<file path="src/hw/bdic_defines.svh">
// constants for the bus device identity and configuration block
// assumes inclusion by bare name from the design files
`ifndef BDIC_DEFINES_SVH
`define BDIC_DEFINES_SVH
`define BDIC_CFG_REG_NUM      2'h3
`define BDIC_ID_SELFTEST      8'hff
`define BDIC_ID_ADDR_NOCOLL   8'hfe
`define BDIC_ID_ADDR_ACT      8'hfd
`define BDIC_ID_ADDR_FORCE    8'h00
`define BDIC_ID_FAILED        8'h00
`define BDIC_ADDR_LSB         8
`define BDIC_ADDR_MSB         11
`define BDIC_SRQ_BIT          13
`define BDIC_SRQ_RST          1'b1
`define BDIC_EXC_BIT          14
`define BDIC_HOST_ADDR        4'h0
`define BDIC_DEF_ADDR         4'h2
`define BDIC_DEF_ID           8'h02
`define BDIC_ALT_ID           8'h03
`define BDIC_SELFTEST_NS      1000
`define BDIC_CLK_PERIOD_NS    5
`define BDIC_SELFTEST_CYC     ((`BDIC_SELFTEST_NS + `BDIC_CLK_PERIOD_NS - 1) / `BDIC_CLK_PERIOD_NS)
`endif

</file>
<file path="src/hw/bdic_pkg.sv">
// types for the bus device identity and configuration block
// assumes nothing of its surroundings
package bdic_pkg;
  typedef enum logic [1:0] {
    BDIC_ST_IDLE,
    BDIC_ST_TEST,
    BDIC_ST_DONE
  } bdic_test_e;
  typedef logic [7:0] bdic_id_t;
  typedef logic [3:0] bdic_addr_t;
endpackage : bdic_pkg

</file>
<file path="src/hw/bdic_sync.sv">
// two flip-flop synchroniser for a pin level
// assumes one clock and an active high asynchronous reset
`timescale 1ns/1ps
`default_nettype none
module bdic_sync (
  input  wire logic clk_in,
  input  wire logic rst_in,
  input  wire logic ce_in,
  input  wire logic d_in,
  output var  logic q_out
);
  logic meta_reg;
  always_ff @(posedge clk_in or posedge rst_in) begin
    if (rst_in) begin
      meta_reg <= 1'b0;
      q_out    <= 1'b0;
    end else if (ce_in) begin
      meta_reg <= d_in;
      q_out    <= meta_reg;
    end
  end
endmodule : bdic_sync
`default_nettype wire

</file>
<file path="src/hw/bdic_selftest.sv">
// self-test sequencer: runs a fixed count, then reports pass or fail
// assumes start is a one-cycle pulse on the same clock
`timescale 1ns/1ps
`default_nettype none
module bdic_selftest #(
  parameter int unsigned CYCLES = 200
) (
  input  wire logic clk_in,
  input  wire logic rst_in,
  input  wire logic ce_in,
  input  wire logic start_in,
  input  wire logic fail_in,
  output var  logic busy_out,
  output var  logic failed_out
);
  bdic_pkg::bdic_test_e st_reg;
  logic [15:0]          cnt_reg;
  if (CYCLES < 1 || CYCLES > 65535) begin : g_bad_cycles
    $error("bad self-test length");
  end
  assign busy_out = (st_reg == bdic_pkg::BDIC_ST_TEST);
  always_ff @(posedge clk_in or posedge rst_in) begin
    if (rst_in) begin
      st_reg     <= bdic_pkg::BDIC_ST_IDLE;
      cnt_reg    <= 16'h0000;
      failed_out <= 1'b0;
    end else if (ce_in) begin
      case (st_reg)
        bdic_pkg::BDIC_ST_IDLE, bdic_pkg::BDIC_ST_DONE: begin
          if (start_in) begin
            st_reg  <= bdic_pkg::BDIC_ST_TEST;
            cnt_reg <= 16'(CYCLES - 1);
          end
        end
        bdic_pkg::BDIC_ST_TEST: begin
          if (cnt_reg == 16'h0000) begin
            st_reg     <= bdic_pkg::BDIC_ST_DONE;
            failed_out <= fail_in;
          end else begin
            cnt_reg <= cnt_reg - 16'h0001;
          end
        end
        default: st_reg <= bdic_pkg::BDIC_ST_IDLE;
      endcase
    end
  end
endmodule : bdic_selftest
`default_nettype wire

</file>
<file path="src/hw/bdic_core.sv">
// identity and configuration register of a single-wire bus peripheral
// assumes the bit-level receiver hands over decoded register writes on this clock;
// activator, line level and bus reset pulse arrive as pins and are synchronised here
`timescale 1ns/1ps
`default_nettype none
`include "bdic_defines.svh"
// Operation
// - holds a 4-bit default address, category code between 1 and 7
// - address zero is the host's; eight to fourteen host-assigned for relocation
// - holds an 8-bit handler identifier besides the address
// - two identifiers supported; mode output follows the selected one
// - accepted identifier is stored and reported in later register reads
// - unsupported ordinary identifier is ignored; old one keeps being reported
// - every special identifier is recognised and acted on at once
// - special identifiers are never stored as the current identifier
// - identifier 0xff starts the self-test
// - identifier 0xfe loads bits 11:8 address only if no collision seen
// - identifier 0xfd loads address only while activator is pressed
// - identifier 0x00 loads address and service-request enable bit 13 always
// - failed self-test makes the reported identifier read 0x00
// - a write changes only the fields its identifier permits; the other fields keep their values
// - layout: id 7:0, address 11:8, enable 13, event 14, 15 and 12 zero
// - line sensed low while released high during transmit is a collision
module bdic_core #(
  parameter logic [3:0]  DEF_ADDR     = `BDIC_DEF_ADDR,
  parameter logic [7:0]  DEF_ID       = `BDIC_DEF_ID,
  parameter logic [7:0]  ALT_ID       = `BDIC_ALT_ID,
  parameter int unsigned SELFTEST_CYC = `BDIC_SELFTEST_CYC
) (
  input  wire logic        REF_CLK_IN,
  input  wire logic        SYS_RST_IN,
  input  wire logic        CLK_EN_IN,
  input  wire logic        BUS_RESET_PULSE_IN,
  input  wire logic        CMD_VALID_IN,
  input  wire logic [3:0]  CMD_ADDR_IN,
  input  wire logic [1:0]  CMD_REG_IN,
  input  wire logic        CMD_WRITE_IN,
  input  wire logic [15:0] CMD_DATA_IN,
  input  wire logic        TX_ACTIVE_IN,
  input  wire logic        TX_RELEASED_IN,
  input  wire logic        LINE_PIN_IN,
  input  wire logic        ACTIVATOR_PIN_IN,
  input  wire logic        EXC_EVENT_IN,
  input  wire logic        TEST_FAIL_IN,
  output logic             CMD_HIT_OUT,
  output logic             TX_ABORT_OUT,
  output var logic [15:0]  CFG_DATA_OUT,
  output var logic [3:0]   ADDR_OUT,
  output var logic [7:0]   HANDLER_ID_OUT,
  output var logic         MODE_ALT_OUT,
  output var logic         SRQ_EN_OUT,
  output var logic         COLLISION_OUT,
  output logic             SELFTEST_BUSY_OUT
);
  logic [3:0] addr_reg;
  logic [3:0] addr_next;
  logic [7:0] id_reg;
  logic [7:0] id_next;
  logic       srq_reg;
  logic       srq_next;
  logic       coll_reg;
  logic       coll_next;
  logic       line_s;
  logic       act_s;
  logic       brst_s;
  logic       test_failed;
  logic       st_start;

  function automatic logic id_supported(input logic [7:0] id);
    id_supported = (id == DEF_ID) || (id == ALT_ID);
  endfunction : id_supported

  function automatic logic is_special_id(input logic [7:0] id);
    is_special_id = (id == `BDIC_ID_SELFTEST) || (id == `BDIC_ID_ADDR_NOCOLL) ||
                    (id == `BDIC_ID_ADDR_ACT) || (id == `BDIC_ID_ADDR_FORCE);
  endfunction : is_special_id

  // parameter checks
  if (DEF_ADDR < 4'h1 || DEF_ADDR > 4'h7) begin : g_bad_addr
    $error("default address outside 1..7");
  end
  if (is_special_id(DEF_ID)) begin : g_bad_def_id
    $error("default identifier is special");
  end
  if (is_special_id(ALT_ID)) begin : g_bad_alt_id
    $error("alternate identifier is special");
  end

  // pin synchronisers: line, activator, bus reset pulse
  wire  [2:0] pin_raw = {BUS_RESET_PULSE_IN, ACTIVATOR_PIN_IN, LINE_PIN_IN};
  logic [2:0] pin_s;
  for (genvar g = 0; g < 3; g++) begin : g_sync
    bdic_sync u_sync (
      .clk_in (REF_CLK_IN),
      .rst_in (SYS_RST_IN),
      .ce_in  (CLK_EN_IN),
      .d_in   (pin_raw[g]),
      .q_out  (pin_s[g])
    );
  end
  assign line_s = pin_s[0];
  assign act_s  = pin_s[1];
  assign brst_s = pin_s[2];

  // command decode
  wire hit        = CMD_VALID_IN && (CMD_ADDR_IN == addr_reg);
  wire cfg_wr     = hit && CMD_WRITE_IN && (CMD_REG_IN == `BDIC_CFG_REG_NUM);
  wire [7:0] w_id = CMD_DATA_IN[7:0];
  wire [3:0] w_ad = CMD_DATA_IN[`BDIC_ADDR_MSB:`BDIC_ADDR_LSB];
  wire is_test    = cfg_wr && (w_id == `BDIC_ID_SELFTEST);
  wire is_nocoll  = cfg_wr && (w_id == `BDIC_ID_ADDR_NOCOLL);
  wire is_act     = cfg_wr && (w_id == `BDIC_ID_ADDR_ACT);
  wire is_force   = cfg_wr && (w_id == `BDIC_ID_ADDR_FORCE);
  wire is_special = cfg_wr && is_special_id(w_id);
  wire id_take    = cfg_wr && !is_special && id_supported(w_id);
  wire ad_take    = (is_nocoll && !coll_reg) || (is_act && act_s) || is_force;
  wire coll_evt   = TX_ACTIVE_IN && TX_RELEASED_IN && !line_s;

  assign st_start          = is_test;
  assign CMD_HIT_OUT       = hit;
  assign TX_ABORT_OUT      = coll_evt;

  always_comb begin
    addr_next = ad_take ? w_ad : addr_reg;
    id_next   = id_take ? w_id : id_reg;
    srq_next  = is_force ? CMD_DATA_IN[`BDIC_SRQ_BIT] : srq_reg;
    // set wins over the clear from reassignment
    coll_next = coll_evt ? 1'b1 : (ad_take ? 1'b0 : coll_reg);
  end

  bdic_selftest #(
    .CYCLES (SELFTEST_CYC)
  ) u_selftest (
    .clk_in     (REF_CLK_IN),
    .rst_in     (SYS_RST_IN),
    .ce_in      (CLK_EN_IN),
    .start_in   (st_start),
    .fail_in    (TEST_FAIL_IN),
    .busy_out   (SELFTEST_BUSY_OUT),
    .failed_out (test_failed)
  );

  always_ff @(posedge REF_CLK_IN or posedge SYS_RST_IN) begin
    if (SYS_RST_IN) begin
      addr_reg <= DEF_ADDR;
      id_reg   <= DEF_ID;
      srq_reg  <= `BDIC_SRQ_RST;
      coll_reg <= 1'b0;
    end else if (CLK_EN_IN) begin
      if (brst_s) begin
        addr_reg <= DEF_ADDR;
        id_reg   <= DEF_ID;
        srq_reg  <= `BDIC_SRQ_RST;
        coll_reg <= 1'b0;
      end else begin
        addr_reg <= addr_next;
        id_reg   <= id_next;
        srq_reg  <= srq_next;
        coll_reg <= coll_next;
      end
    end
  end

  // reported register image
  wire [7:0]  rep_id  = test_failed ? `BDIC_ID_FAILED : id_reg;
  wire [15:0] cfg_img = {1'b0, EXC_EVENT_IN, srq_reg, 1'b0, addr_reg, rep_id};

  always_ff @(posedge REF_CLK_IN or posedge SYS_RST_IN) begin
    if (SYS_RST_IN) begin
      CFG_DATA_OUT   <= 16'h0000;
      ADDR_OUT       <= 4'h0;
      HANDLER_ID_OUT <= 8'h00;
      MODE_ALT_OUT   <= 1'b0;
      SRQ_EN_OUT     <= 1'b0;
      COLLISION_OUT  <= 1'b0;
    end else if (CLK_EN_IN) begin
      CFG_DATA_OUT   <= cfg_img;
      ADDR_OUT       <= addr_reg;
      HANDLER_ID_OUT <= rep_id;
      MODE_ALT_OUT   <= (id_reg == ALT_ID);
      SRQ_EN_OUT     <= srq_reg;
      COLLISION_OUT  <= coll_reg;
    end
  end

  // busy length watch for the self-test assertions
  logic [15:0] busy_len_reg;
  always_ff @(posedge REF_CLK_IN or posedge SYS_RST_IN) begin
    if (SYS_RST_IN) begin
      busy_len_reg <= 16'h0000;
    end else if (CLK_EN_IN) begin
      busy_len_reg <= SELFTEST_BUSY_OUT ? busy_len_reg + 16'h0001 : 16'h0000;
    end
  end

  // state guards
  a_special_not_stored: assert property (@(posedge REF_CLK_IN) disable iff (SYS_RST_IN)
    CLK_EN_IN && !brst_s && is_special |=> id_reg == $past(id_reg))
    else $error("special identifier changed the stored identifier");
  a_unsupported_ignored: assert property (@(posedge REF_CLK_IN) disable iff (SYS_RST_IN)
    CLK_EN_IN && !brst_s && cfg_wr && !is_special && !id_supported(w_id)
    |=> id_reg == $past(id_reg))
    else $error("unsupported identifier was taken");
  a_id_accepted: assert property (@(posedge REF_CLK_IN) disable iff (SYS_RST_IN)
    CLK_EN_IN && !brst_s && id_take |=> id_reg == $past(w_id))
    else $error("supported identifier not stored");
  a_nocoll_guard: assert property (@(posedge REF_CLK_IN) disable iff (SYS_RST_IN)
    CLK_EN_IN && !brst_s && is_nocoll |=> addr_reg == ($past(coll_reg) ? $past(addr_reg)
                                                       : $past(w_ad)))
    else $error("collision-guarded address change wrong");
  a_activator_guard: assert property (@(posedge REF_CLK_IN) disable iff (SYS_RST_IN)
    CLK_EN_IN && !brst_s && is_act |=> addr_reg == ($past(act_s) ? $past(w_ad)
                                                    : $past(addr_reg)))
    else $error("activator-guarded address change wrong");
  a_force_load: assert property (@(posedge REF_CLK_IN) disable iff (SYS_RST_IN)
    CLK_EN_IN && !brst_s && is_force |=> addr_reg == $past(w_ad) &&
    srq_reg == $past(CMD_DATA_IN[`BDIC_SRQ_BIT]))
    else $error("unconditional load failed");
  a_selftest_start: assert property (@(posedge REF_CLK_IN) disable iff (SYS_RST_IN)
    CLK_EN_IN && is_test ##1 CLK_EN_IN |-> SELFTEST_BUSY_OUT)
    else $error("self-test did not start");
  a_bus_reset_restore: assert property (@(posedge REF_CLK_IN) disable iff (SYS_RST_IN)
    CLK_EN_IN && brst_s |=> addr_reg == DEF_ADDR && id_reg == DEF_ID && !coll_reg)
    else $error("bus reset did not restore defaults");
  a_collision_sticky: assert property (@(posedge REF_CLK_IN) disable iff (SYS_RST_IN)
    CLK_EN_IN && coll_evt && !brst_s |=> coll_reg)
    else $error("collision not recorded");
  a_reserved_zero: assert property (@(posedge REF_CLK_IN) disable iff (SYS_RST_IN)
    !CFG_DATA_OUT[15] && !CFG_DATA_OUT[12])
    else $error("reserved bits not zero");
  a_address_match: assert property (@(posedge REF_CLK_IN) disable iff (SYS_RST_IN)
    CMD_HIT_OUT |-> CMD_ADDR_IN == addr_reg)
    else $error("answered a foreign address");
  a_id_legal: assert property (@(posedge REF_CLK_IN) disable iff (SYS_RST_IN)
    id_reg == DEF_ID || id_reg == ALT_ID)
    else $error("stored identifier is not a supported one");
  a_addr_kept: assert property (@(posedge REF_CLK_IN) disable iff (SYS_RST_IN)
    CLK_EN_IN && !brst_s && !ad_take |=> addr_reg == $past(addr_reg))
    else $error("address changed without a load");
  a_srq_kept: assert property (@(posedge REF_CLK_IN) disable iff (SYS_RST_IN)
    CLK_EN_IN && !brst_s && !is_force |=> srq_reg == $past(srq_reg))
    else $error("service-request enable changed without a load");
  a_coll_cleared: assert property (@(posedge REF_CLK_IN) disable iff (SYS_RST_IN)
    CLK_EN_IN && !brst_s && ad_take && !coll_evt |=> !coll_reg)
    else $error("collision flag not cleared by reassignment");
  a_coll_held: assert property (@(posedge REF_CLK_IN) disable iff (SYS_RST_IN)
    CLK_EN_IN && !brst_s && coll_reg && !ad_take |=> coll_reg)
    else $error("collision flag dropped without reassignment");
  a_other_reg_ignored: assert property (@(posedge REF_CLK_IN) disable iff (SYS_RST_IN)
    CLK_EN_IN && !brst_s && CMD_VALID_IN && !cfg_wr |=>
    id_reg == $past(id_reg) && addr_reg == $past(addr_reg))
    else $error("non-configuration command changed identity");
  a_freeze_state: assert property (@(posedge REF_CLK_IN) disable iff (SYS_RST_IN)
    !CLK_EN_IN |=> addr_reg == $past(addr_reg) && id_reg == $past(id_reg) &&
    srq_reg == $past(srq_reg) && coll_reg == $past(coll_reg))
    else $error("state moved while the clock enable was low");
  a_selftest_runs: assert property (@(posedge REF_CLK_IN) disable iff (SYS_RST_IN)
    CLK_EN_IN && SELFTEST_BUSY_OUT && busy_len_reg < 16'(SELFTEST_CYC - 1)
    |=> SELFTEST_BUSY_OUT)
    else $error("self-test ended early");
  a_selftest_ends: assert property (@(posedge REF_CLK_IN) disable iff (SYS_RST_IN)
    CLK_EN_IN && SELFTEST_BUSY_OUT && busy_len_reg == 16'(SELFTEST_CYC - 1)
    |=> !SELFTEST_BUSY_OUT)
    else $error("self-test ran too long");

  // output image guards
  a_cfg_image: assert property (@(posedge REF_CLK_IN) disable iff (SYS_RST_IN)
    CLK_EN_IN |=> CFG_DATA_OUT[11:8] == $past(addr_reg) &&
    CFG_DATA_OUT[7:0] == $past(rep_id) && CFG_DATA_OUT[13] == $past(srq_reg) &&
    CFG_DATA_OUT[14] == $past(EXC_EVENT_IN))
    else $error("register image does not follow the state");
  a_addr_out: assert property (@(posedge REF_CLK_IN) disable iff (SYS_RST_IN)
    CLK_EN_IN |=> ADDR_OUT == $past(addr_reg))
    else $error("address output does not follow the state");
  a_id_out: assert property (@(posedge REF_CLK_IN) disable iff (SYS_RST_IN)
    CLK_EN_IN |=> HANDLER_ID_OUT == $past(rep_id))
    else $error("identifier output does not follow the state");
  a_failed_zero: assert property (@(posedge REF_CLK_IN) disable iff (SYS_RST_IN)
    CLK_EN_IN && test_failed |=> HANDLER_ID_OUT == `BDIC_ID_FAILED)
    else $error("failed self-test not reported");
  a_mode_out: assert property (@(posedge REF_CLK_IN) disable iff (SYS_RST_IN)
    CLK_EN_IN |=> MODE_ALT_OUT == ($past(id_reg) == ALT_ID))
    else $error("mode output does not follow the identifier");
  a_srq_out: assert property (@(posedge REF_CLK_IN) disable iff (SYS_RST_IN)
    CLK_EN_IN |=> SRQ_EN_OUT == $past(srq_reg))
    else $error("enable output does not follow the state");
  a_coll_out: assert property (@(posedge REF_CLK_IN) disable iff (SYS_RST_IN)
    CLK_EN_IN |=> COLLISION_OUT == $past(coll_reg))
    else $error("collision output does not follow the flag");
endmodule : bdic_core
`default_nettype wire

</file>
<file path="config.mk">
export PLATFORM = sky130hd
export DESIGN_NAME = bdic_core
export DESIGN_NICKNAME = d
export VERILOG_FILES = /design/src/hw/bdic_pkg.sv /design/src/hw/bdic_sync.sv /design/src/hw/bdic_selftest.sv /design/src/hw/bdic_core.sv
export VERILOG_INCLUDE_DIRS = /design/src /design/src/hw
export SDC_FILE = /design/constraint.sdc
export NUM_CORES = 1
export LEC_CHECK = 0
export CAP_MARGIN = 25
export CORE_MARGIN = 3
export CORE_UTILIZATION = 60
export DETAILED_ROUTE_END_ITERATION = 6
export DONT_BUFFER_PORTS = 1
export PLACE_DENSITY = 0.77
export SLEW_MARGIN = 40
export SYNTH_ARGS = -nofsm -noshare
export SYNTH_HDL_FRONTEND = slang
export SYNTH_SLANG_ARGS = --single-unit
export TNS_END_PERCENT = 10
</file>
<file path="constraint.sdc">
create_clock -name REF_CLK_IN -period 6.7 [get_ports REF_CLK_IN]
set_input_delay 1.005 -clock REF_CLK_IN [delete_from_list [all_inputs] [get_ports REF_CLK_IN]]
set_output_delay 1.005 -clock REF_CLK_IN [all_outputs]
set_load 0.005 [all_outputs]
</file>
Yosys cells after proc, flatten, opt, wreduce, memory -nomap -nowiden
Index checks and enable logic that the tools add are counted.
Storage, ports and cells
  memory bits (read-only): 0
  memories: 0
  bits in registers: 68
  bits of input ports: 34
  logic and storage cells: 88
  bits in latches: 0
  RAM bits: 0
  output and inout port bits: 34
Operators by class
  $lt $le $gt $ge: 0
  reductions and logical operators: 39
  equality and inequality tests: 13
  div/mod/pow operators: 0
  bitwise operators: 0
  add/subtract/negate cells: 1
  $mul: 0
  muxes and demuxes: 16
  shifts and indexed selects: 0
Operator list (number)
  two-way mux 16 bit: 2
  case mux 16 bit (2 select lines): 1
  == test 8 x 2 -> 1 bit (second input constant): 3
  == test 8 bit (second input constant): 3
  two-way mux 8 bit: 3
  logical NOT 16 bit: 1
  subtractor 16 x 1 -> 16 bit (second input constant): 1
  logical AND 1 bit: 14
  logical NOT 8 bit: 1
  two-way mux 4 bit: 2
  AND reduction 2 bit: 4
  nonzero test 2 bit: 4
  logical OR 1 bit: 6
  AND reduction 3 bit: 2
  two-way mux 1 bit: 5
  == test 2 bit (second input constant): 2
  == test 4 bit: 1
  two-way mux 2 bit: 2
  inequality test 2 bit (second input constant): 2
  case mux 2 bit (2 select lines): 1
  AND reduction 4 bit: 1
  logical NOT 1 bit: 3
  nonzero test 3 bit: 1
  == test 2 x 1 -> 1 bit (second input constant): 1
  3 further kinds: 3

Depth between registers and ports, before layout
Gate-level depths: netlist of the first run.
  depth in word-level cells: 11
  gate-level depth with buffers: 8
  depth with buffers taken out: 7

By module
A second synthesis of the first run with hierarchy kept.
Second synthesis, totals
  cells, all modules: 281
  area total of the unflattened synthesis: 2930.3 µm²
Modules (own cells, without submodules)
  bdic_core: instances 1, cells each 139, area each 1506.4 µm²
  bdic_selftest: instances 1, cells each 127, area each 1194.9 µm²
  bdic_sync: instances 3, cells each 5, area each 76.3 µm²

Worst setup path before layout of the first run
No wires, ideal clock.
  kind: input to output
  from: in CMD_ADDR_IN[0]
  to: out CMD_HIT_OUT
  data required time: 5.695 ns
  buffers on the path: 0
  slack: 4.035 ns
  cell stages on the path: 3
  arrival: 1.660 ns
  cells stage by stage: xor2_1 nor3_1 and2_1
Between the ends
  word-level cells in the longest chain between the ends: 2
Ends and longest elaborated chain
  start: declaration: RTL line bdic_core.sv:35  | input wire logic [3:0] CMD_ADDR_IN,
  == test 4 bit: RTL line bdic_core.sv:106  | wire hit = CMD_VALID_IN && (CMD_ADDR_IN == addr_reg);
  logical AND 1 bit: RTL line bdic_core.sv:106
  end: declaration: RTL line bdic_core.sv:45  | output logic CMD_HIT_OUT,
Every way passes these cells.

Worst setup path after layout of the first run
Ends and elaborated chain as after synthesis.

==> results of run 1 <==
[critical path: stages]
cell                     delay (ns)
sky130_fd_sc_hd__xor2_1        0.13
sky130_fd_sc_hd__nor3_1        0.50
sky130_fd_sc_hd__and2_1        0.23
[cell usage after synthesis, types with 3 or more instances]
| library cell | number | area share (%) |
|---|---|---|
| sky130_fd_sc_hd__nor4_1 | 4 | 0.88 |
| sky130_fd_sc_hd__clkbuf_1 | 4 | 0.53 |
| sky130_fd_sc_hd__o21ai_0 | 9 | 1.6 |
| sky130_fd_sc_hd__a211o_1 | 4 | 1.2 |
| sky130_fd_sc_hd__inv_1 | 9 | 1.2 |
| sky130_fd_sc_hd__and2_1 | 9 | 2.0 |
| sky130_fd_sc_hd__nor2_1 | 14 | 1.9 |
| sky130_fd_sc_hd__nor3_1 | 14 | 2.5 |
| sky130_fd_sc_hd__mux2_2 | 14 | 5.6 |
| sky130_fd_sc_hd__dfstp_2 | 3 | 2.8 |
| sky130_fd_sc_hd__nand2b_1 | 3 | 0.66 |
| sky130_fd_sc_hd__o211ai_1 | 3 | 0.79 |
| sky130_fd_sc_hd__nand2_1 | 8 | 1.1 |
| sky130_fd_sc_hd__nand3b_1 | 3 | 0.79 |
| sky130_fd_sc_hd__nand4_1 | 7 | 1.5 |
| sky130_fd_sc_hd__or4_1 | 4 | 1.1 |
| sky130_fd_sc_hd__or3_1 | 3 | 0.66 |
| sky130_fd_sc_hd__xor2_1 | 6 | 1.9 |
| sky130_fd_sc_hd__nor3b_1 | 3 | 0.79 |
| sky130_fd_sc_hd__a21oi_1 | 6 | 1.1 |
| sky130_fd_sc_hd__nor2b_1 | 3 | 0.66 |
| sky130_fd_sc_hd__dfrtp_1 | 52 | 46 |
| sky130_fd_sc_hd__o31ai_1 | 4 | 1.1 |
| sky130_fd_sc_hd__a22o_1 | 8 | 2.5 |
| sky130_fd_sc_hd__buf_4 | 15 | 4.0 |
[layout by cell type, fill, tap and decap left out, types with 3 or more instances in the layout]
cell type / netlist / layout
sky130_fd_sc_hd__dfrtp_1: 52 / 52
sky130_fd_sc_hd__nor2_1: 14 / 14
sky130_fd_sc_hd__mux2_2: 14 / 14
sky130_fd_sc_hd__nor3_1: 14 / 13
sky130_fd_sc_hd__o21ai_0: 9 / 9
sky130_fd_sc_hd__and2_1: 9 / 9
sky130_fd_sc_hd__nand2_1: 8 / 8
sky130_fd_sc_hd__inv_1: 9 / 8
sky130_fd_sc_hd__a22o_1: 8 / 8
sky130_fd_sc_hd__nand4_1: 7 / 7
sky130_fd_sc_hd__xor2_1: 6 / 6
sky130_fd_sc_hd__a21oi_1: 6 / 6
sky130_fd_sc_hd__clkbuf_8: 0 / 5
sky130_fd_sc_hd__or4_1: 4 / 4
sky130_fd_sc_hd__o31ai_1: 4 / 4
sky130_fd_sc_hd__nor4_1: 4 / 4
sky130_fd_sc_hd__a211o_1: 4 / 4
sky130_fd_sc_hd__or3_1: 3 / 3
sky130_fd_sc_hd__nand2b_1: 3 / 3
sky130_fd_sc_hd__nand3b_1: 3 / 3
sky130_fd_sc_hd__nor2b_1: 3 / 3
sky130_fd_sc_hd__nor3b_1: 3 / 3
sky130_fd_sc_hd__o211ai_1: 3 / 3
sky130_fd_sc_hd__dfstp_2: 3 / 3
[cell families after synthesis]
| family | Yosys count | synth area share, % |
|---|---|---|
| buffers and inverters | 34 | 7.06 |
| muxes | 17 | 6.79 |
| xor gates and xnor gates | 7 | 2.16 |
| adders and majority gates | 1 | 0.441 |
| other | 1 | 0.132 |
| and+or+nand+nor | 90 | 18.7 |
| DFF | 55 | 48.7 |
| AOI/OAI and AO/OA | 60 | 16.1 |
[stage by stage]
stage	instances	instance area, sq um	utilization [%]
after floorplan	266	2840	-
after global placement	295	2750	61.9
after detailed placement	295	2760	62.0
after CTS	303	2850	64.2
after global routing	303	2850	64.2
final	303	2850	64.2
[area by class of cell]
class | instances | area (sq um)
Inverter | 10 | 37.5
Tap cell | 52 | 65.1
Sequential cell | 55 | 1380
Multi-Input combinational cell | 177 | 1260
Fill cell | 371 | 1590
Clock buffer | 5 | 68.8
Clock inverter | 3 | 27.5
Timing Repair Buffer | 1 | 7.51
[routing by layer]
| layer | up-vias | wire length, microns | part of all wire (%) |
|---|---|---|---|
| li1 | 932 | - | - |
| met1 | 934 | 2520 | 46 |
| met2 | 57 | 2540 | 47 |
| met3 | 6 | 343 | 6.3 |
| met4 | 0 | 46 | 0.84 |
| met5 | - | 0 | 0 |
[worst min path at each step]
stage	slack, ns	depth (start not counted)	end
6_report	0.48	1	u_selftest.cnt_reg[1]$_DFFE_PP0P_
5_1_grt	0.49	1	u_selftest.cnt_reg[6]$_DFFE_PP0P_
4_1_cts	0.49	1	u_selftest.cnt_reg[6]$_DFFE_PP0P_
3_5_place_dp	0.49	1	g_sync[0].u_sync.meta_reg$_DFFE_PP0P_
3_3_place_gp	0.49	1	g_sync[2].u_sync.meta_reg$_DFFE_PP0P_
2_1_floorplan	0.47	2	u_selftest.cnt_reg[6]$_DFFE_PP0P_
[where the power goes]
part           internal, mW  switching [mW]  total [mW]  leakage [nW]
registers             0.368          0.0347       0.403         0.704
logic                0.0380          0.0369      0.0750         0.495
clock network        0.0770           0.117       0.194        0.0463
total                 0.483           0.189       0.672          1.25
==> impl_metrics.ini, run 1 <==
[placement]
place_congestion = 0.843
placement.io_buffers = 0
preCtsSetupSlack_ns = 3.84
detailedPlacementHpwl_microns = 3910

[clocking]
tritoncts = yes
htree_num_levels = 2
post_cts.repair.setup_buffers = 0
clockBufferDepth = 2
holdBufCountCts = 0
numClockSinks = 55
clk_pin_slew_worst_paths_ns = 0.10
clock_latency_ns = 0.32
cts.repair.resized = 0
clockRootBuffer = sky130_fd_sc_hd__clkbuf_8
cts_made_buffers = 5

[synthesis]
synth_cells = 265
synth_edf_count = 0
yosysWarningCount = 0
synth.cell_area_sq_mm = 0.00284
syn_avg_cell_area_sq_um = 10.7
synth.ff_latch_count = 55
asyncSetResetFlopFracSynth_pct = 100
yosysSeqAreaShare_pct = 48.7
synth.distinct_cells = 67
yosys_most_used_dff = sky130_fd_sc_hd__dfrtp_1

[sta]
rsz_0062_raised_after_global_routing = no
finalMaxSlewViolations = 0
finalSetupViolations = 0
final.setup_skew_ns = 0.0104
timing_limited_maximum_frequency_mhz = 349
postLayoutSetupSlackWorst_ns = 3.84
final_period_minus_worst_setup_slack_ns = 2.86
hold_viol = 0
timing_worst_slew_pin_value_ns = 0.566
finalCritPeriodShare_pct = 42.7
whs_ns = 0.485
slew-limit-headroom_pct = 62.0
totalNegativeSetupSlack_ns = 0

[grt]
grt_use_met1_pct = 28.3
globalRoute.totalOverflow = 0
grt_max_degree = 45
via_count_of_the_first_global_routing_pass = 1786
grt_usage_pct = 19.9
number_of_antenna_violations_at_the_first_check_in_global_routing = 0
globalRouteMet2Util_pct = 29.4
grt_pass1_wl_microns = 8620
use_met3_pct = 6.54
gr-max-usage-layer = met2

[critical_path]
reg2reg_depth = 6
critPathKind = input port to output pin
r2r-start = u_selftest.cnt_reg[0]$_DFFE_PP0P_
worst_setup_path_endpoint = CMD_HIT_OUT
crit_required_ns = 5.69
critPathCaptureType = output pin
cp_data_arrival_time_ns = 1.86
crit-reg2reg-capture = u_selftest.failed_out$_DFFE_PP0P_
startpoint_type = input port
worst-r2r-setup-slack_ns = 4.20
path_max_fanout = 6
timing.critical_path.from = CMD_ADDR_IN[0]

[pwr]
power_leakage_nw = 1.25
powerDensity_mw_per_mm2 = 236
max_ir_drop_vdd_v = 0.000146
design_power_total_mw = 0.672

[detailed_routing]
detail_route.wirelength_microns = 5450
drc_errors = 0
antenna_violating_nets_post_route = 0
drt_first_iter_violations = 102
avgRoutedWirePerCell_microns = 18.0
num_vias = 1929
avgViaCountPerCell = 6.37
dr.pass1.iters = 4

[floorplanning]
floorplan.die.height_microns = 74.8
core.rowCount = 24
dieArea_sq_mm = 0.00559
dieWidth_microns = 74.8
core_region_area_sq_mm = 0.00444
initial_core_util_pct = 63.8
num_io_pins = 68

[cells_and_area]
diodes = 0
num-nets-final = 285
post_route_cells_drive_above_1_share_pct = 16.7
synth_to_layout_area_growth_pct = 0.529
largest_register_ff_count = 16

[worst_hold_path]
min_path_type = input port to async pin

[job]
drv.max_cap_violation_count = 0

[outcome]
run_status = completed
Note: power is estimated with default switching activity, not from simulation.
==> run 2, diff against run 1 <==
Settings changed: CORE_UTILIZATION 60 to 57, PLACE_DENSITY 0.77 to 0.76.
Clock period 6.7 ns to 2.5 ns, I/O delays scaled along.
==> run 2 against run 1 <==
Worst hold slack got worse by 0.31 ns. Critical path type is now flip-flop to flip-flop. Sequential share of layout area fell by 1.6 points. Largest power group unchanged. First-iteration DRC count rose by 47%. Die area rose by 4.8%. Cell count rose by 8.3%.
==> impl_metrics.ini, run 2 (synthesized netlist as in run 1, its figures left out) <==
[detailed_routing]
dr.pass1.iters = 4
avgViaCountPerCell = 6.13
drt_first_iter_violations = 150
num_vias = 2011
drc_errors = 0
antenna_violating_nets_post_route = 0
avgRoutedWirePerCell_microns = 17.1
detail_route.wirelength_microns = 5620

[sta]
slew-limit-headroom_pct = 59.3
whs_ns = 0.173
timing_worst_slew_pin_value_ns = 0.604
final.setup_skew_ns = 0.00306
postLayoutSetupSlackWorst_ns = 0.100
hold_viol = 0
finalCritPeriodShare_pct = 96.0
timing_limited_maximum_frequency_mhz = 417
totalNegativeSetupSlack_ns = 0
final_period_minus_worst_setup_slack_ns = 2.40
finalMaxSlewViolations = 0
finalSetupViolations = 0
rsz_0062_raised_after_global_routing = no

[placement]
placement.io_buffers = 0
dpl-instance-area_sq_mm = 0.00280
preCtsSetupSlack_ns = 0.0654
place_congestion = 0.832
place.detailed.instances = 314
detailedPlacementHpwl_microns = 4040

[clocking]
numClockSinks = 55
cts_made_buffers = 5
clockBufferDepth = 2
clockRootBuffer = sky130_fd_sc_hd__clkbuf_8
clock_latency_ns = 0.32
tritoncts = yes
htree_num_levels = 2
clk_pin_slew_worst_paths_ns = 0.10

[pwr]
powerDensity_mw_per_mm2 = 614
power_leakage_nw = 1.29
max_ir_drop_vdd_v = 0.000574
power.clock.fraction_pct = 29.1
seqPwrFrac_pct = 59.6
design_power_total_mw = 1.81
p_switching_mw = 0.511
p_int_mw = 1.30
comb_power_share_pct = 11.3
switching_share_pct = 28.2

[floorplanning]
core.rowCount = 25
core_region_area_sq_mm = 0.00475
num_io_pins = 68
initial_core_util_pct = 59.7
dieArea_sq_mm = 0.00586
floorplan.die.height_microns = 76.5
dieWidth_microns = 76.5

[cells_and_area]
design_area_sq_mm = 0.00295
largest_register_ff_count = 16
post_route_cells_drive_above_1_share_pct = 20.3
most_frequent_standard_cell_in_the_layout_excluding_fill_and_tap_cells = sky130_fd_sc_hd__dfrtp_1
diodes = 0
postLayoutCoreUtil_pct = 62.0
fillCellCount = 423
synth_to_layout_area_growth_pct = 3.93
mostFrequentLayoutCells = sky130_fd_sc_hd__dfrtp_1 (52), sky130_fd_sc_hd__nor3_1 (14), sky130_fd_sc_hd__nor2_1 (14), sky130_fd_sc_hd__mux2_2 (14)
num-nets-final = 295
layoutNonFillerInstCount = 328

[critical_path]
critPathKind = flip-flop to flip-flop
reg2reg_depth = 7
crit_required_ns = 2.71
critPathCaptureType = flip-flop
startpoint_type = flip-flop
path_max_fanout = 6
cp_data_arrival_time_ns = 2.61

[job]
drv.max_cap_violation_count = 0

[grt]
number_of_antenna_violations_at_the_first_check_in_global_routing = 0
grt_usage_pct = 20.1
grt_max_degree = 29
via_count_of_the_first_global_routing_pass = 1976
grt_pass1_wl_microns = 9490
globalRoute.totalOverflow = 0

[outcome]
run_status = completed

[worst_hold_path]
min_path_type = input port to flip-flop
hold-path-cell-count = 1
==> run 2: path summary, 6_finish.rpt <==
path	from	endpoint	slack, ns
worst max-delay path	u_selftest.cnt_reg[0]$_DFFE_PP0P_	u_selftest.cnt_reg[0]$_DFFE_PP0P_	0.10
worst min-delay path	CLK_EN_IN	addr_reg[0]$_DFFE_PP0P_	0.17
worst max register to register	u_selftest.cnt_reg[0]$_DFFE_PP0P_	u_selftest.cnt_reg[0]$_DFFE_PP0P_	0.10
worst min register to register	g_sync[2].u_sync.meta_reg$_DFFE_PP0P_	g_sync[2].u_sync.q_out$_DFFE_PP0P_	0.51
max in group asynchronous	SYS_RST_IN	addr_reg[1]$_DFFE_PP1P_	1.44
min in group asynchronous	SYS_RST_IN	CFG_DATA_OUT[7]$_DFFE_PP0P_	0.45
==> run 2: cell type report <==
cell class	count	area (sq um)	share of cell area, %
clock inverter	3	26.3	0.891
timing repair buffer	10	77.6	2.63
sequential	55	1380	46.8
tap	67	83.8	2.84
clock buffer	5	68.8	2.33
inverter	10	37.5	1.27
multi-input combinational	178	1270	43.2
==> run 2: critical path, stage by stage, from the launching register on <==
cell	delay, ns
sky130_fd_sc_hd__dfrtp_1	0.41
sky130_fd_sc_hd__inv_2	0.09
sky130_fd_sc_hd__ha_2	0.21
sky130_fd_sc_hd__or3b_2	0.51
sky130_fd_sc_hd__or3_4	0.47
sky130_fd_sc_hd__o21ai_4	0.25
sky130_fd_sc_hd__nand2_2	0.10
sky130_fd_sc_hd__mux2_4	0.27
==> run 2: power groups by stage <==
stage	sequential [mW]	combinational, mW	clock [mW]
after floorplan	1.06	0.232	0
after global placement	1.09	0.194	0
after detailed placement	1.10	0.204	0
after CTS	1.08	0.206	0.535
after global routing	1.09	0.235	0.579
final	1.08	0.205	0.527
==> run 2: per-layer routing <==
| metal | wire length, microns | track usage, % | vias to the layer above |
|---|---|---|---|
| met5 | 0 | 0 | - |
| met4 | 62 | 5.62 | 0 |
| met3 | 411 | 6.50 | 7 |
| met2 | 2630 | 30.9 | 68 |
| met1 | 2520 | 27.3 | 979 |
| li1 | - | - | 957 |
==> run 2: repair_timing <==
item                       4_1_cts  5_1_grt
hold endpoints to repair        13        0
setup endpoints to repair        0        6
gates resized for setup          0        3
buffers inserted                 0        4
hold buffers                     1        0
